[config.mk]
export PLATFORM = sky130hd
export DESIGN_NAME = smc_master
export DESIGN_NICKNAME = d
export VERILOG_FILES = /design/src/design/smc_pkg.sv /design/src/design/smc_master.sv
export VERILOG_INCLUDE_DIRS = /design/src /design/src/design
export SDC_FILE = /design/constraint.sdc
export NUM_CORES = 1
export LEC_CHECK = 0
export BUFFER_PORTS_ARGS = -buffer_cell sky130_fd_sc_hd__clkbuf_2
export CAP_MARGIN = 20
export CORE_ASPECT_RATIO = 1.1
export CORE_MARGIN = 2
export CORE_UTILIZATION = 35
export DETAILED_ROUTE_END_ITERATION = 7
export GPL_TIMING_DRIVEN = 0
export MAX_ROUTING_LAYER = met4
export SLEW_MARGIN = 15
export SYNTH_ARGS = -nofsm -noshare
export SYNTH_HDL_FRONTEND = slang
export SYNTH_SLANG_ARGS = --single-unit
[constraint.sdc]
create_clock -name clock -period 4.1 [get_ports clock]
set_input_delay 0.82 -clock clock [delete_from_list [all_inputs] [get_ports clock]]
set_output_delay 0.82 -clock clock [all_outputs]
set_load 0.01 [all_outputs]
[src/design/smc_defines.svh]
`ifndef SMC_DEFINES_SVH
`define SMC_DEFINES_SVH

// ==========================================================
// Transaction configuration word layout
`define SMC_DFS_MSB        3
`define SMC_DFS_LSB        0
`define SMC_FRF_MSB        5
`define SMC_FRF_LSB        4
`define SMC_CLOCK_PHASE_SEL_BIT       6
`define SMC_CLOCK_POLARITY_SEL_BIT      7
`define SMC_TRANSFER_MODE_SEL_MSB       9
`define SMC_TRANSFER_MODE_SEL_LSB       8

// ==========================================================
// Transfer modes and frame sizes
`define SMC_MODE_TXRX      2'h0
`define SMC_MODE_TX        2'h1
`define SMC_MODE_RX        2'h2
`define SMC_DFS_MIN        4'h3
`define SMC_FRAME_W        16
`define SMC_FIFO_DEPTH     32

// ==========================================================
// Reset values
`define SMC_IRQ_MASK_RST   5'h1F
`define SMC_CS_IDLE        16'hFFFF

// ==========================================================
// Serial clock limits, rates in MHz
`define SMC_SYS_MHZ        125
`define SMC_MAX_SCLK_MHZ   25
`define SMC_MIN_HALF ((`SMC_SYS_MHZ + 2 * `SMC_MAX_SCLK_MHZ - 1) / (2 * `SMC_MAX_SCLK_MHZ))

`endif

[src/design/smc_pkg.sv]
package smc_pkg;

	// ==========================================================
	// Shift engine states.
	typedef enum logic [1:0] {
		SMC_IDLE  = 2'b00,
		SMC_LOAD  = 2'b01,
		SMC_SHIFT = 2'b10,
		SMC_STOP  = 2'b11
	} smc_state_t;

	// Decoded transaction configuration.
	typedef struct packed {
		logic [1:0] mode;
		logic       cpol;
		logic       cpha;
		logic [1:0] frf;
		logic [3:0] frame_size_sel;
	} smc_cfg_t;

	// Interrupt source vector, receive level in bit 0.
	typedef struct packed {
		logic tx_level;
		logic tx_ovf;
		logic rx_under;
		logic rx_ovf;
		logic rx_level;
	} smc_irq_t;

endpackage : smc_pkg

[src/design/smc_master.sv]
`timescale 1ns/1ns
`include "smc_defines.svh"

// ==========================================================
// Frame FIFO
module smc_fifo #(
	parameter int W = 16,
	parameter int D = 32
) (
	input  logic                   clock,
	input  logic                   rst,
	input  logic                   flush,
	input  logic                   in_valid,
	output logic                   in_ready,
	input  logic [W-1:0]           in_data,
	output logic                   out_valid,
	input  logic                   out_ready,
	output logic [W-1:0]           out_data,
	output logic [$clog2(D):0]     level
);
	localparam int AW = $clog2(D);
	logic [W-1:0] mem_ff [D];
	logic [AW:0]  wr_ff;
	logic [AW:0]  rd_ff;

	// Pointer difference gives the fill level; depth is a power of two.
	assign level     = wr_ff - rd_ff;
	assign in_ready  = (level != (AW+1)'(D));
	assign out_valid = (level != '0);
	assign out_data  = mem_ff[rd_ff[AW-1:0]];

	// Write side.
	always_ff @(posedge clock) begin
		if (rst || flush) begin
			wr_ff <= '0;
		end else if (in_valid && in_ready) begin
			mem_ff[wr_ff[AW-1:0]] <= in_data;
			wr_ff <= wr_ff + 1'b1;
		end
	end

	// Read side.
	always_ff @(posedge clock) begin
		if (rst || flush) begin
			rd_ff <= '0;
		end else if (out_valid && out_ready) begin
			rd_ff <= rd_ff + 1'b1;
		end
	end
endmodule : smc_fifo

// ==========================================================
// Serial master controller
// Summary of operation
// - Exactly five interrupt sources exist.
// - Receive level interrupt is high while receive fill exceeds its threshold.
// - Receive overflow sets a sticky flag cleared by its clear strobe.
// - Popping an empty receive FIFO sets a sticky flag cleared by strobe.
// - Pushing a full transmit FIFO sets a sticky flag cleared by strobe.
// - Transmit level interrupt is high while transmit fill is below threshold.
// - Raw status readable, per-source mask all enabled at reset, masked view.
// - Interrupt output needs an enabled active source and controller enable.
// - Configuration word 0x10F selects 16-bit frames, transmit only.
// - Sixteen chip selects shared by slave interface, boot and master masks.
// - Force enable and force value override every chip select level.
// - Chip selects active low; select 0 also on a dedicated pin.
// - Enabled secondary subsystem may take chip selects 8 down to 5.
// - Frame size 4 to 16 bits, one frame per FIFO word.
// - Receive-only reads rx_frame_count plus one frames, started by one transmit write.
// - Chip select held for the whole transfer, ending when transmit FIFO empties, or in receive-only when the frame count runs out.
// - Divisor sets serial clock, limited to at most 25 MHz.
module smc_master #(
	parameter int DEPTH = `SMC_FIFO_DEPTH,
	parameter int FW    = `SMC_FRAME_W
) (
	input  logic                   clock,
	input  logic                   rst,
	input  logic                   controller_enable,
	input  logic [15:0]            transaction_config_reg,
	input  logic [15:0]            rx_frame_count,
	input  logic [15:0]            clock_divisor,
	input  logic [15:0]            cs_select_mask,
	input  logic [$clog2(DEPTH):0] tx_threshold,
	input  logic [$clog2(DEPTH):0] rx_threshold,
	input  logic                   irq_mask_we,
	input  smc_pkg::smc_irq_t      irq_mask_wdata,
	output smc_pkg::smc_irq_t      irq_mask,
	input  logic                   fifo_data_wr,
	input  logic [FW-1:0]          fifo_data_wdata,
	output logic                   fifo_data_wr_ready,
	input  logic                   fifo_data_rd,
	output logic [FW-1:0]          fifo_data_rdata,
	input  logic                   rx_overflow_clear,
	input  logic                   rx_underflow_clear,
	input  logic                   tx_overflow_clear,
	output smc_pkg::smc_irq_t      raw_irq_status,
	output smc_pkg::smc_irq_t      masked_irq_status,
	output logic                   irq_out,
	output logic [$clog2(DEPTH):0] tx_fill_level,
	output logic [$clog2(DEPTH):0] rx_fill_level,
	output logic                   busy,
	output logic                   tx_fifo_empty,
	output logic                   rx_fifo_not_empty,
	input  logic [15:0]            boot_cs_sel,
	input  logic [15:0]            slave_if_cs_sel,
	input  logic [15:0]            cs_force_enable,
	input  logic [15:0]            cs_force_value,
	input  logic                   subcpu_enable,
	input  logic [3:0]             subcpu_cs_n,
	output logic [15:0]            cs_pins_n,
	output logic                   primary_cs_pin_n,
	output logic                   sclk_out,
	output logic                   mosi_out,
	input  logic                   miso_in
);
	import smc_pkg::*;
	localparam int LW = $clog2(DEPTH) + 1;

	smc_cfg_t   cfg;
	smc_state_t state_ff;
	logic [FW-1:0] tx_data, rx_data, rx_sh_ff, shreg_ff, aligned;
	logic [15:0]   div_cnt_ff, half, frames_left_ff, nxt_cs_n;
	logic [4:0]    edge_ff, bits;
	logic          tx_valid, tx_pop, tx_ready, rx_ready, rx_valid, rx_push_ff;
	logic          tick, edge_last, frame_end, more, first_ff, rx_only;
	logic          miso_meta_ff, miso_ff, sclk_ff, mosi_ff;
	logic          rxo_ff, rxu_ff, txo_ff, irq_ff;

	// Frame length in bits, clamped to the shortest legal frame.
	function automatic logic [4:0] frame_bits(input logic [3:0] frame_size_sel);
		frame_bits = (frame_size_sel < `SMC_DFS_MIN) ? 5'h04 : 5'({1'b0, frame_size_sel}) + 5'h01;
	endfunction : frame_bits

	// ==========================================================
	// Configuration decode
	// config decode
	assign cfg.frame_size_sel  = transaction_config_reg[`SMC_DFS_MSB:`SMC_DFS_LSB];
	assign cfg.frf  = transaction_config_reg[`SMC_FRF_MSB:`SMC_FRF_LSB];
	assign cfg.cpha = transaction_config_reg[`SMC_CLOCK_PHASE_SEL_BIT];
	assign cfg.cpol = transaction_config_reg[`SMC_CLOCK_POLARITY_SEL_BIT];
	assign cfg.mode = transaction_config_reg[`SMC_TRANSFER_MODE_SEL_MSB:`SMC_TRANSFER_MODE_SEL_LSB];
	assign rx_only  = (cfg.mode == `SMC_MODE_RX);
	assign bits     = frame_bits(cfg.frame_size_sel);

	// ==========================================================
	// FIFOs
	// data port
	smc_fifo #(.W(FW), .D(DEPTH)) u_tx_fifo (
		.clock     (clock),
		.rst       (rst),
		.flush     (!controller_enable),
		.in_valid  (fifo_data_wr),
		.in_ready  (tx_ready),
		.in_data   (fifo_data_wdata),
		.out_valid (tx_valid),
		.out_ready (tx_pop),
		.out_data  (tx_data),
		.level     (tx_fill_level)
	);

	smc_fifo #(.W(FW), .D(DEPTH)) u_rx_fifo (
		.clock     (clock),
		.rst       (rst),
		.flush     (!controller_enable),
		.in_valid  (rx_push_ff),
		.in_ready  (rx_ready),
		.in_data   (rx_sh_ff),
		.out_valid (rx_valid),
		.out_ready (fifo_data_rd),
		.out_data  (rx_data),
		.level     (rx_fill_level)
	);

	// Popped receive word is returned one cycle after the read strobe.
	always_ff @(posedge clock) begin
		if (rst) begin
			fifo_data_rdata <= '0;
		end else if (fifo_data_rd) begin
			fifo_data_rdata <= rx_valid ? rx_data : '0;
		end
	end

	assign fifo_data_wr_ready = tx_ready;
	assign tx_fifo_empty      = !tx_valid;
	assign rx_fifo_not_empty  = rx_valid;
	assign busy               = (state_ff != SMC_IDLE);

	// ==========================================================
	// Serial input synchroniser.
	always_ff @(posedge clock) begin
		if (rst) begin
			miso_meta_ff <= 1'b0;
			miso_ff      <= 1'b0;
		end else begin
			miso_meta_ff <= miso_in;
			miso_ff      <= miso_meta_ff;
		end
	end

	// ==========================================================
	// Serial clock divider
	// clock divide
	assign half = ((clock_divisor >> 1) < 16'(`SMC_MIN_HALF)) ? 16'(`SMC_MIN_HALF)
	            : (clock_divisor >> 1);
	assign tick = (div_cnt_ff == 16'h0000) && (state_ff[1] == 1'b1);

	// Half-period counter runs while shifting and during the closing gap.
	always_ff @(posedge clock) begin
		if (rst || !state_ff[1] || tick) begin
			div_cnt_ff <= half - 16'h0001;
		end else begin
			div_cnt_ff <= div_cnt_ff - 16'h0001;
		end
	end

	// ==========================================================
	// Transfer sequencing
	assign edge_last = (edge_ff == ((bits << 1) - 5'h01));
	assign frame_end = tick && (state_ff == SMC_SHIFT) && edge_last;
	assign more      = rx_only ? (frames_left_ff != 16'h0000) : tx_valid;
	assign tx_pop    = (state_ff == SMC_LOAD) && tx_valid && (!rx_only || first_ff);
	assign aligned   = (rx_only ? '0 : tx_data) << (5'(FW) - bits);

	always_ff @(posedge clock) begin
		if (rst || !controller_enable) begin
			state_ff <= SMC_IDLE;
		end else begin
			case (state_ff)
				SMC_IDLE:  state_ff <= tx_valid ? SMC_LOAD : SMC_IDLE;
				SMC_LOAD:  state_ff <= SMC_SHIFT;
				SMC_SHIFT: if (frame_end) begin
					state_ff <= more ? SMC_LOAD : SMC_STOP;
				end
				SMC_STOP:  state_ff <= tick ? SMC_IDLE : SMC_STOP;
				default:   state_ff <= SMC_IDLE;
			endcase
		end
	end

	// Receive-only frame counter and start-frame marker.
	always_ff @(posedge clock) begin
		if (rst) begin
			frames_left_ff <= '0;
			first_ff       <= 1'b0;
		end else if (state_ff == SMC_IDLE) begin
			frames_left_ff <= rx_frame_count;
			first_ff       <= 1'b1;
		end else begin
			if (state_ff == SMC_LOAD) begin
				first_ff <= 1'b0;
			end
			if (frame_end && rx_only && more) begin
				frames_left_ff <= frames_left_ff - 16'h0001;
			end
		end
	end

	// Shift engine: sample on one edge of each pair, drive on the other.
	always_ff @(posedge clock) begin
		if (rst) begin
			sclk_ff  <= 1'b0;
			mosi_ff  <= 1'b0;
			shreg_ff <= '0;
			rx_sh_ff <= '0;
			edge_ff  <= '0;
		end else if (state_ff == SMC_LOAD) begin
			sclk_ff  <= cfg.cpol;
			edge_ff  <= '0;
			rx_sh_ff <= '0;
			mosi_ff  <= cfg.cpha ? mosi_ff : aligned[FW-1];
			shreg_ff <= cfg.cpha ? aligned : (aligned << 1);
		end else if (tick && state_ff == SMC_SHIFT) begin
			sclk_ff <= ~sclk_ff;
			edge_ff <= edge_ff + 5'h01;
			if (edge_ff[0] == cfg.cpha) begin
				rx_sh_ff <= {rx_sh_ff[FW-2:0], miso_ff};
			end else begin
				mosi_ff  <= shreg_ff[FW-1];
				shreg_ff <= shreg_ff << 1;
			end
		end else if (state_ff != SMC_SHIFT) begin
			sclk_ff <= cfg.cpol;
		end
	end

	// Received frame is pushed the cycle after its last edge.
	always_ff @(posedge clock) begin
		if (rst) begin
			rx_push_ff <= 1'b0;
		end else begin
			rx_push_ff <= frame_end && (cfg.mode != `SMC_MODE_TX);
		end
	end

	assign sclk_out = sclk_ff;
	assign mosi_out = mosi_ff;

	// ==========================================================
	// Chip selects
	// shared selects
	always_comb begin
		nxt_cs_n = ~(boot_cs_sel | slave_if_cs_sel
		           | (busy ? cs_select_mask : 16'h0000));
		if (subcpu_enable) begin
			nxt_cs_n[8:5] = subcpu_cs_n;
		end
		nxt_cs_n = (cs_force_enable & cs_force_value) | (~cs_force_enable & nxt_cs_n);
	end

	// Pins are driven from flip-flops, idle high out of reset.
	always_ff @(posedge clock) begin
		if (rst) begin
			cs_pins_n        <= `SMC_CS_IDLE;
			primary_cs_pin_n <= 1'b1;
		end else begin
			cs_pins_n        <= nxt_cs_n;
			primary_cs_pin_n <= nxt_cs_n[0];
		end
	end

	// ==========================================================
	// Interrupts
	// receive overflow, receive underflow and transmit overflow flags
	always_ff @(posedge clock) begin
		if (rst) begin
			rxo_ff <= 1'b0;
			rxu_ff <= 1'b0;
			txo_ff <= 1'b0;
		end else begin
			rxo_ff <= (rx_push_ff && !rx_ready) || (rxo_ff && !rx_overflow_clear);
			rxu_ff <= (fifo_data_rd && !rx_valid) || (rxu_ff && !rx_underflow_clear);
			txo_ff <= (fifo_data_wr && !tx_ready) || (txo_ff && !tx_overflow_clear);
		end
	end

	always_ff @(posedge clock) begin
		if (rst) begin
			irq_mask <= `SMC_IRQ_MASK_RST;
		end else if (irq_mask_we) begin
			irq_mask <= irq_mask_wdata;
		end
	end

	assign raw_irq_status.rx_level = (rx_fill_level > rx_threshold);
	assign raw_irq_status.rx_ovf   = rxo_ff;
	assign raw_irq_status.rx_under = rxu_ff;
	assign raw_irq_status.tx_ovf   = txo_ff;
	assign raw_irq_status.tx_level = (tx_fill_level < tx_threshold);
	assign masked_irq_status       = raw_irq_status & irq_mask;

	always_ff @(posedge clock) begin
		if (rst) begin
			irq_ff <= 1'b0;
		end else begin
			irq_ff <= controller_enable && (masked_irq_status != '0);
		end
	end
	assign irq_out = irq_ff;

	// ==========================================================
	// Checks
	chk_irq_gate: assert property (@(posedge clock) disable iff (rst)
		!controller_enable |=> !irq_out) else $error("irq asserted while disabled");
	chk_rxo_sticky: assert property (@(posedge clock) disable iff (rst)
		rxo_ff && !rx_overflow_clear |=> raw_irq_status.rx_ovf)
		else $error("receive overflow flag lost");
	chk_rxu_set: assert property (@(posedge clock) disable iff (rst)
		fifo_data_rd && !rx_fifo_not_empty |=> raw_irq_status.rx_under)
		else $error("underflow not flagged");
	chk_txo_set: assert property (@(posedge clock) disable iff (rst)
		fifo_data_wr && !fifo_data_wr_ready |=> raw_irq_status.tx_ovf)
		else $error("transmit overflow not flagged");
	chk_rx_level: assert property (@(posedge clock) disable iff (rst)
		raw_irq_status.rx_level && fifo_data_rd && !rx_push_ff && controller_enable
		&& (rx_fill_level == rx_threshold + 1'b1) |=> !raw_irq_status.rx_level)
		else $error("receive level irq did not drop");
	chk_tx_level: assert property (@(posedge clock) disable iff (rst)
		raw_irq_status.tx_level && fifo_data_wr && fifo_data_wr_ready && !tx_pop
		&& controller_enable && (tx_fill_level + 1'b1 == tx_threshold)
		|=> !raw_irq_status.tx_level)
		else $error("transmit level irq did not drop");
	chk_mask_reset: assert property (@(posedge clock) disable iff (rst)
		$fell(rst) |-> irq_mask == `SMC_IRQ_MASK_RST) else $error("mask not all enabled");
	chk_cs_force: assert property (@(posedge clock) disable iff (rst)
		cs_force_enable != 16'h0000 |=>
		((cs_pins_n ^ $past(cs_force_value)) & $past(cs_force_enable)) == 16'h0000)
		else $error("chip select force ignored");
	chk_cs_hold: assert property (@(posedge clock) disable iff (rst)
		busy && cs_select_mask[0] && !cs_force_enable[0] && !boot_cs_sel[0] |=> !cs_pins_n[0])
		else $error("chip select dropped mid transfer");
	chk_frame_push: assert property (@(posedge clock) disable iff (rst)
		frame_end && cfg.mode != `SMC_MODE_TX |=> rx_push_ff) else $error("frame not pushed");
	chk_rx_push_lands: assert property (@(posedge clock) disable iff (rst)
		rx_push_ff && rx_ready && !fifo_data_rd && controller_enable
		|=> rx_fill_level == $past(rx_fill_level) + 1'b1)
		else $error("received frame not stored");

	cov_tx_frame: cover property (@(posedge clock) disable iff (rst) frame_end);
	cov_rx_ovf: cover property (@(posedge clock) disable iff (rst) $rose(rxo_ff));
	cov_rx_only: cover property (@(posedge clock) disable iff (rst)
		rx_only && state_ff == SMC_STOP);
endmodule : smc_master

; ---- Word-level counts from Yosys, hierarchy flattened
; Memory sizes are Yosys's and may differ from the RTL's. A register that Yosys moved wholly into a read port is not among the register bits.
; Cells that the tools add are included.
[word_totals]
register_bits = 143
ramBits = 1024
input_bits = 176
out_inout_bits = 67
elab_cells = 159
mem_count = 2
[memory_table]
columns = name, words, word_bits, rd, rd_ports_with_merged_regs, wr, line_no
row1 = u_rx_fifo.mem_ff, 32, 16, 1, 1, 1, smc_master.sv:22  ; logic [W-1:0] mem_ff [D];
row2 = u_tx_fifo.mem_ff, 32, 16, 1, 1, 1, smc_master.sv:22
[classes]
addsub = 13
order_cmp = 4
n_eq_ne = 13
shift = 1
mux = 38
bitwise = 9
n_reduce_logical = 51
[ops]
columns = op, n
row1 = $mux 16, 10
row2 = $or 16x16->16, 3
row3 = $and 16x16->16, 2
row4 = $not 16->16, 2
row5 = $sub 16x1->16 const B, 2
row6 = $mux 5, 5
row7 = $add 6x1->6 const B, 4
row8 = $logic_and 1x1->1, 19
row9 = $mux 1, 17
row10 = $logic_not 16->1, 1
row11 = $reduce_bool 16->1, 1
row12 = $shl 16x5->16, 1
row13 = $sub 15x1->16 const B, 1
row14 = $lt 15x2->1 const B, 1
row15 = $mux 15, 1
row16 = $ne 6x6->1 const B, 2
row17 = $reduce_bool 6->1, 2
row18 = $sub 6x6->6, 2
row19 = $logic_not 1->1, 10
row20 = $ne 2x2->1 const B, 4
row21 = $pmux 2 s4, 1
row22 = $reduce_bool 2->1, 4
row23 = $logic_or 1x1->1, 7
row24 = $eq 2x2->1 const B, 3
row25 = other kinds (21), 24

; ---- Longest topological paths before layout
[depth]
ltp_word = 9
ltp_mapped = 15
ltp_nobuf = 15

; ---- By module
; A second synthesis with hierarchy kept.
[unflattened]
cells_unflattened = 2635
area_unflattened_um2 = 48177.5
[by_module_without_submodules]
columns = module, instances, cells_per_inst, area_per_inst_um2, seq_area_each_um2
row1 = smc_fifo (u_tx_fifo), 1, 890, 20593.5, 15715.1
row2 = smc_fifo (u_rx_fifo), 1, 889, 20587.2, 15715.1
row3 = smc_master, 1, 856, 6996.7, 2362.3

; ---- Least setup slack after synthesis
; OpenSTA, ideal clock, no wires.
[synth_timing]
path_type = register to register
from = reg u_tx_fifo.wr_ff[0]
to = mem u_tx_fifo.mem_ff[28][0], enable pin
setup_ns = 0.388
arrival_ns = 3.196
required_time_ns = 3.712
setup_slack_ns = 0.516
path_stages_with_launch = 14
path_buffers = 1
path_cell_list = dfxtp_1 -> inv_1 -> ha_1 -> inv_1 -> fa_1 -> nand2_1 -> nand2_1 -> a21oi_1 -> xnor2_1 -> nor4_1 -> a31oi_1 -> clkbuf_1 -> nand3_1 -> nor2_1
[synth_via]
elab_chain_len = 6
[synth_lines]
columns = element, line_no
row1 = "start, declared", smc_master.sv:23  ; logic [AW:0] wr_ff;
row2 = "start signal, assigned", smc_master.sv:38  ; wr_ff <= wr_ff + 1'b1;
row3 = $sub 6x6->6, smc_master.sv:27  ; assign level = wr_ff - rd_ff;
row4 = net tx_fill_level[4], smc_master.sv:99  ; output logic [$clog2(DEPTH):0] tx_fill_level,
row5 = $ne 6x6->1, smc_master.sv:28  ; assign in_ready = (level != (AW+1)'(D));
row6 = $logic_and 1x1->1, smc_master.sv:36  ; end else if (in_valid && in_ready) begin
row7 = $mux 1, smc_master.sv:36
row8 = $mux 1, smc_master.sv:34  ; if (rst || flush) begin
row9 = $mux 1 (implied by the code), smc_master.sv:37  ; mem_ff[wr_ff[AW-1:0]] <= in_data;
row10 = "end, declared", smc_master.sv:22
; The timed path passes the listed nets, and every way through them passes these cells.

==> impl_metrics.sql <==
INSERT INTO impl_metrics (metric_group, metric, value, unit) VALUES
('synth', 'synth.area.mux_share', '15.0', '%'),
('pwr', 'share_comb_of_total_power', '5.4', '%'),
('synth', 'synth_compound_gate_area_share', '4.74', '%'),
('grt', 'grt_pass1_vias', '26833', ''),
('worst_setup_path', 'worstPathArrival', '4.64', 'ns'),
('place', 'dpl.hpwl', '86700', 'um'),
('floorplanning', 'die_w', '356', 'um'),
('timing', 'drv_slew', '0', ''),
('timing', 'clock_skew', '0.0601', 'ns'),
('timing', 'max_clock_freq', '246', 'MHz'),
('place', 'detailedPlace.worstSlack', '-0.738', 'ns'),
('timing', 'tightestPinTransition', '1.16', 'ns'),
('clock_network', 'clock_tree_root', 'sky130_fd_sc_hd__clkbuf_16', ''),
('worst_setup_path', 'path_depth', '11', ''),
('synth', 'synth_top_family_by_area', 'multiplexers', ''),
('pwr', 'power.internal', '19.6', 'mW'),
('floorplanning', 'fp.dieH', '391', 'um'),
('clock_network', 'clk_path_buf_depth', '3', ''),
('floorplanning', 'placeableCoreArea', '136000', 'um^2'),
('timing', 'max_slew_margin', '22.8', '%'),
('worst_setup_path', 'worstSetupEndpointType', 'flop', ''),
('clock_network', 'cts_hold_buf', '0', ''),
('worst_setup_path', 'worst-path-max-fanout', '10', ''),
('clock_network', 'ctsHtreeMaxLevel', '3', ''),
('pwr', 'vdd.ir_drop.worst', '0.000365', 'V'),
('detailed_routing', 'avgRoutedWirePerCell', '25.7', 'um'),
('layout', 'net_count_final', '3367', ''),
('grt', 'grt_max_degree', '35', ''),
('clock_network', 'cts_tree', 'done', ''),
('detailed_routing', 'detail_route.first_pass.iterations', '5', ''),
('detailed_routing', 'postRouteAntennaNets', '0', ''),
('run_status', 'status', 'finished clean', ''),
('worst_setup_path', 'worst_reg_to_reg_cells', '11', ''),
('detailed_routing', 'viasPerCell', '5.39', ''),
('synth', 'synth_top_flop_cell', 'sky130_fd_sc_hd__edfxtp_1', ''),
('synth', 'synth_cell_type_count', '85', ''),
('pwr', 'total_switching_power', '5.57', 'mW'),
('worst_setup_path', 'crit_path_cell_trace', 'buf_4 -> clkbuf_4 -> mux4_2 -> mux2_2 -> a21oi_1 -> nor3_1 -> a211oi_2 -> mux2_2 -> o32ai_1 -> o41ai_1 -> a311oi_1', ''),
('floorplanning', 'dieArea', '139000', 'um^2'),
('hold_path', 'worst_hold_path_type', 'in -> reg', ''),
('timing', 'rsz0062_at_grt', 'yes', ''),
('place', 'io_buffers', '231', ''),
('synth', 'synthesis.area', '47700', 'um^2'),
('synth', 'synthSimpleGateAreaFrac', '5.36', '%'),
('clock_network', 'clock_latency_of_the_later_clocked_register_in_the_worst_skew_pair', '0.76', 'ns'),
('layout', 'finish.cell_count_without_fillers', '5057', ''),
('timing', 'fin_crit', '4.07', 'ns'),
('layout', 'layout_common_cells', '1024 x sky130_fd_sc_hd__edfxtp_1, 260 x sky130_fd_sc_hd__mux4_2, 238 x sky130_fd_sc_hd__clkbuf_2, 135 x sky130_fd_sc_hd__nor2_1, 129 x sky130_fd_sc_hd__dfxtp_1', ''),
('clock_network', 'cts.sinks', '1176', ''),
('worst_setup_path', 'crit-reg2reg-capture', 'shreg_ff[14]', ''),
('timing', 'setup_slack', '0.0279', 'ns'),
('floorplanning', 'rows', '142', ''),
('synth', 'syn-mean-instance-area', '17.6', 'um^2'),
('clock_network', 'tritoncts_buffers', '116', ''),
('grt', 'grt_usage', '19.1', '%'),
('grt', 'number_of_antenna_violations_at_the_first_check_in_global_routing', '4', ''),
('worst_setup_path', 'cp_num_buf_inv', '2', ''),
('synth', 'syn-num-nets', '2923', ''),
('worst_setup_path', 'worst_path_dominant_cell_family', 'compound AO/OA/AOI/OAI gates', ''),
('run', 'max_cap_viol_count', '0', ''),
('synth', 'ys_async_sr_fraction', '0', '%'),
('worst_setup_path', 'worstPathRequired', '4.67', 'ns'),
('pwr', 'powerDensity', '440', 'nW/um^2'),
('pwr', 'leakage', '18.6', 'nW'),
('clock_network', 'clkSlewWorstSetupHoldPaths', '0.07', 'ns'),
('floorplanning', 'top_level_ports', '243', ''),
('synth', 'seq_area_frac_synth', '70.8', '%'),
('layout', 'areaGrowthSynthToFinish', '19.9', '%'),
('worst_setup_path', 'startpoint_type', 'flop', ''),
('place', 'place.detailed.instances', '4782', ''),
('synth', 'synth-seq-cells', '1176', '');
## sequential cells by signal (all words and copies together), names as in the netlist, 2 cells and up, named ones only
name and cells:
shreg_ff 16, u_rx_fifo.wr_ff 6, frames_left_ff 16, rx_sh_ff 16, u_tx_fifo.rd_ff 6, u_tx_fifo.mem_ff 512, u_rx_fifo.mem_ff 512, irq_mask 5
div_cnt_ff 16, u_rx_fifo.rd_ff 6, u_tx_fifo.wr_ff 6, edge_ff 5, state_ff 2, fifo_data_rdata 16, cs_pins_n 16
## metal layers
metal	routed length (um)	part of all wire [%]	vias to the layer above	track usage, %
li1	-	-	11787	-
met1	55900	43	14143	26.1
met2	60900	47	1190	29.6
met3	10200	7.8	159	3.24
met4	2880	2.2	0	4.84
met5	0	0	-	-
## worst min-delay path by stage
stage | start | endpoint | slack (ns) | cells after the start
2_1_floorplan | miso_meta_ff | miso_ff | 0.41 | 1
3_3_place_gp | div_cnt_ff[15] | div_cnt_ff[15] | 0.43 | 1
3_5_place_dp | div_cnt_ff[15] | div_cnt_ff[15] | 0.43 | 1
4_1_cts | irq_mask_wdata[0] | irq_mask[0] | 0.21 | 2
5_1_grt | irq_mask_wdata[4] | irq_mask[4] | 0.25 | 2
6_report | irq_mask_wdata[0] | irq_mask[0] | 0.27 | 2
## cells in the mapped netlist, drive strengths merged, types with 19 or more instances
cell type  number  share of area (%)
nor2b          28               0.37
mux2i          97                2.0
or3            20               0.27
mux2           31               0.73
nand2          89               0.70
ha             36               0.94
inv            51               0.40
buf            63               0.70
mux4          260                 12
a211o          19               0.35
nand3          48               0.52
a21oi          68               0.71
o21ai          45               0.50
o22ai          21               0.28
edfxtp       1024                 64
nor3           30               0.34
nand2b         21               0.28
nor2          202                1.6
xor2           37               0.68
clkbuf         80               0.63
dfxtp         152                6.4
xnor2          32               0.59
a211oi         27               0.44
## cell families after synthesis
kind of cell             count (synthesis)
AO/OA/AOI/OAI                          320
flip-flops                            1176
buffers and inverters                  197
XOR/XNOR                                70
multiplexers                           388
AND/OR/NAND/NOR                        520
adder cells (fa/ha/maj)                 38
## layout make-up
class                   instances  area (um^2)
diodes                          4         10.0
plain buffers                 138          664
clock buffers                 154         3190
clock inverters                64          698
fillers                     12023        78500
inverters                      54          215
multi-input cells            1336        13900
flip-flops and latches       1176        33800
well taps                    1800         2250
repair buffers                331         2460
## per-stage QoR
stage	hold WS (ns)	utilization (%)	instance area, um^2	total power [mW]	TNS [ns]
3_5_place_dp	0.430	38.3	52000	14.6	-464.26
6_report	0.273	42.2	57200	25.2	0
2_1_floorplan	0.414	-	47700	14.1	0
4_1_cts	0.211	42.1	57100	25.4	0
3_3_place_gp	0.429	37.7	51200	14.6	-1088.76
5_1_grt	0.254	42.2	57200	25.9	-0.140
## power by group through the flow
stage | logic (mW) | registers, mW | clock network, mW
after floorplan | 0.747 | 13.3 | 0
after global placement | 1.31 | 13.3 | 0
after detailed placement | 1.33 | 13.3 | 0
after CTS | 1.37 | 13.0 | 10.9
after global routing | 1.48 | 13.0 | 11.4
final | 1.37 | 13.0 | 10.8
## timing repair
item / 4_1_cts / 5_1_grt
setup buffers: 55 / 3
gates resized for setup: 120 / 31
pin swaps: 42 / 13
endpoints found under the setup margin: 1045 / 58
Note: power is estimated with default switching activity, not from simulation.
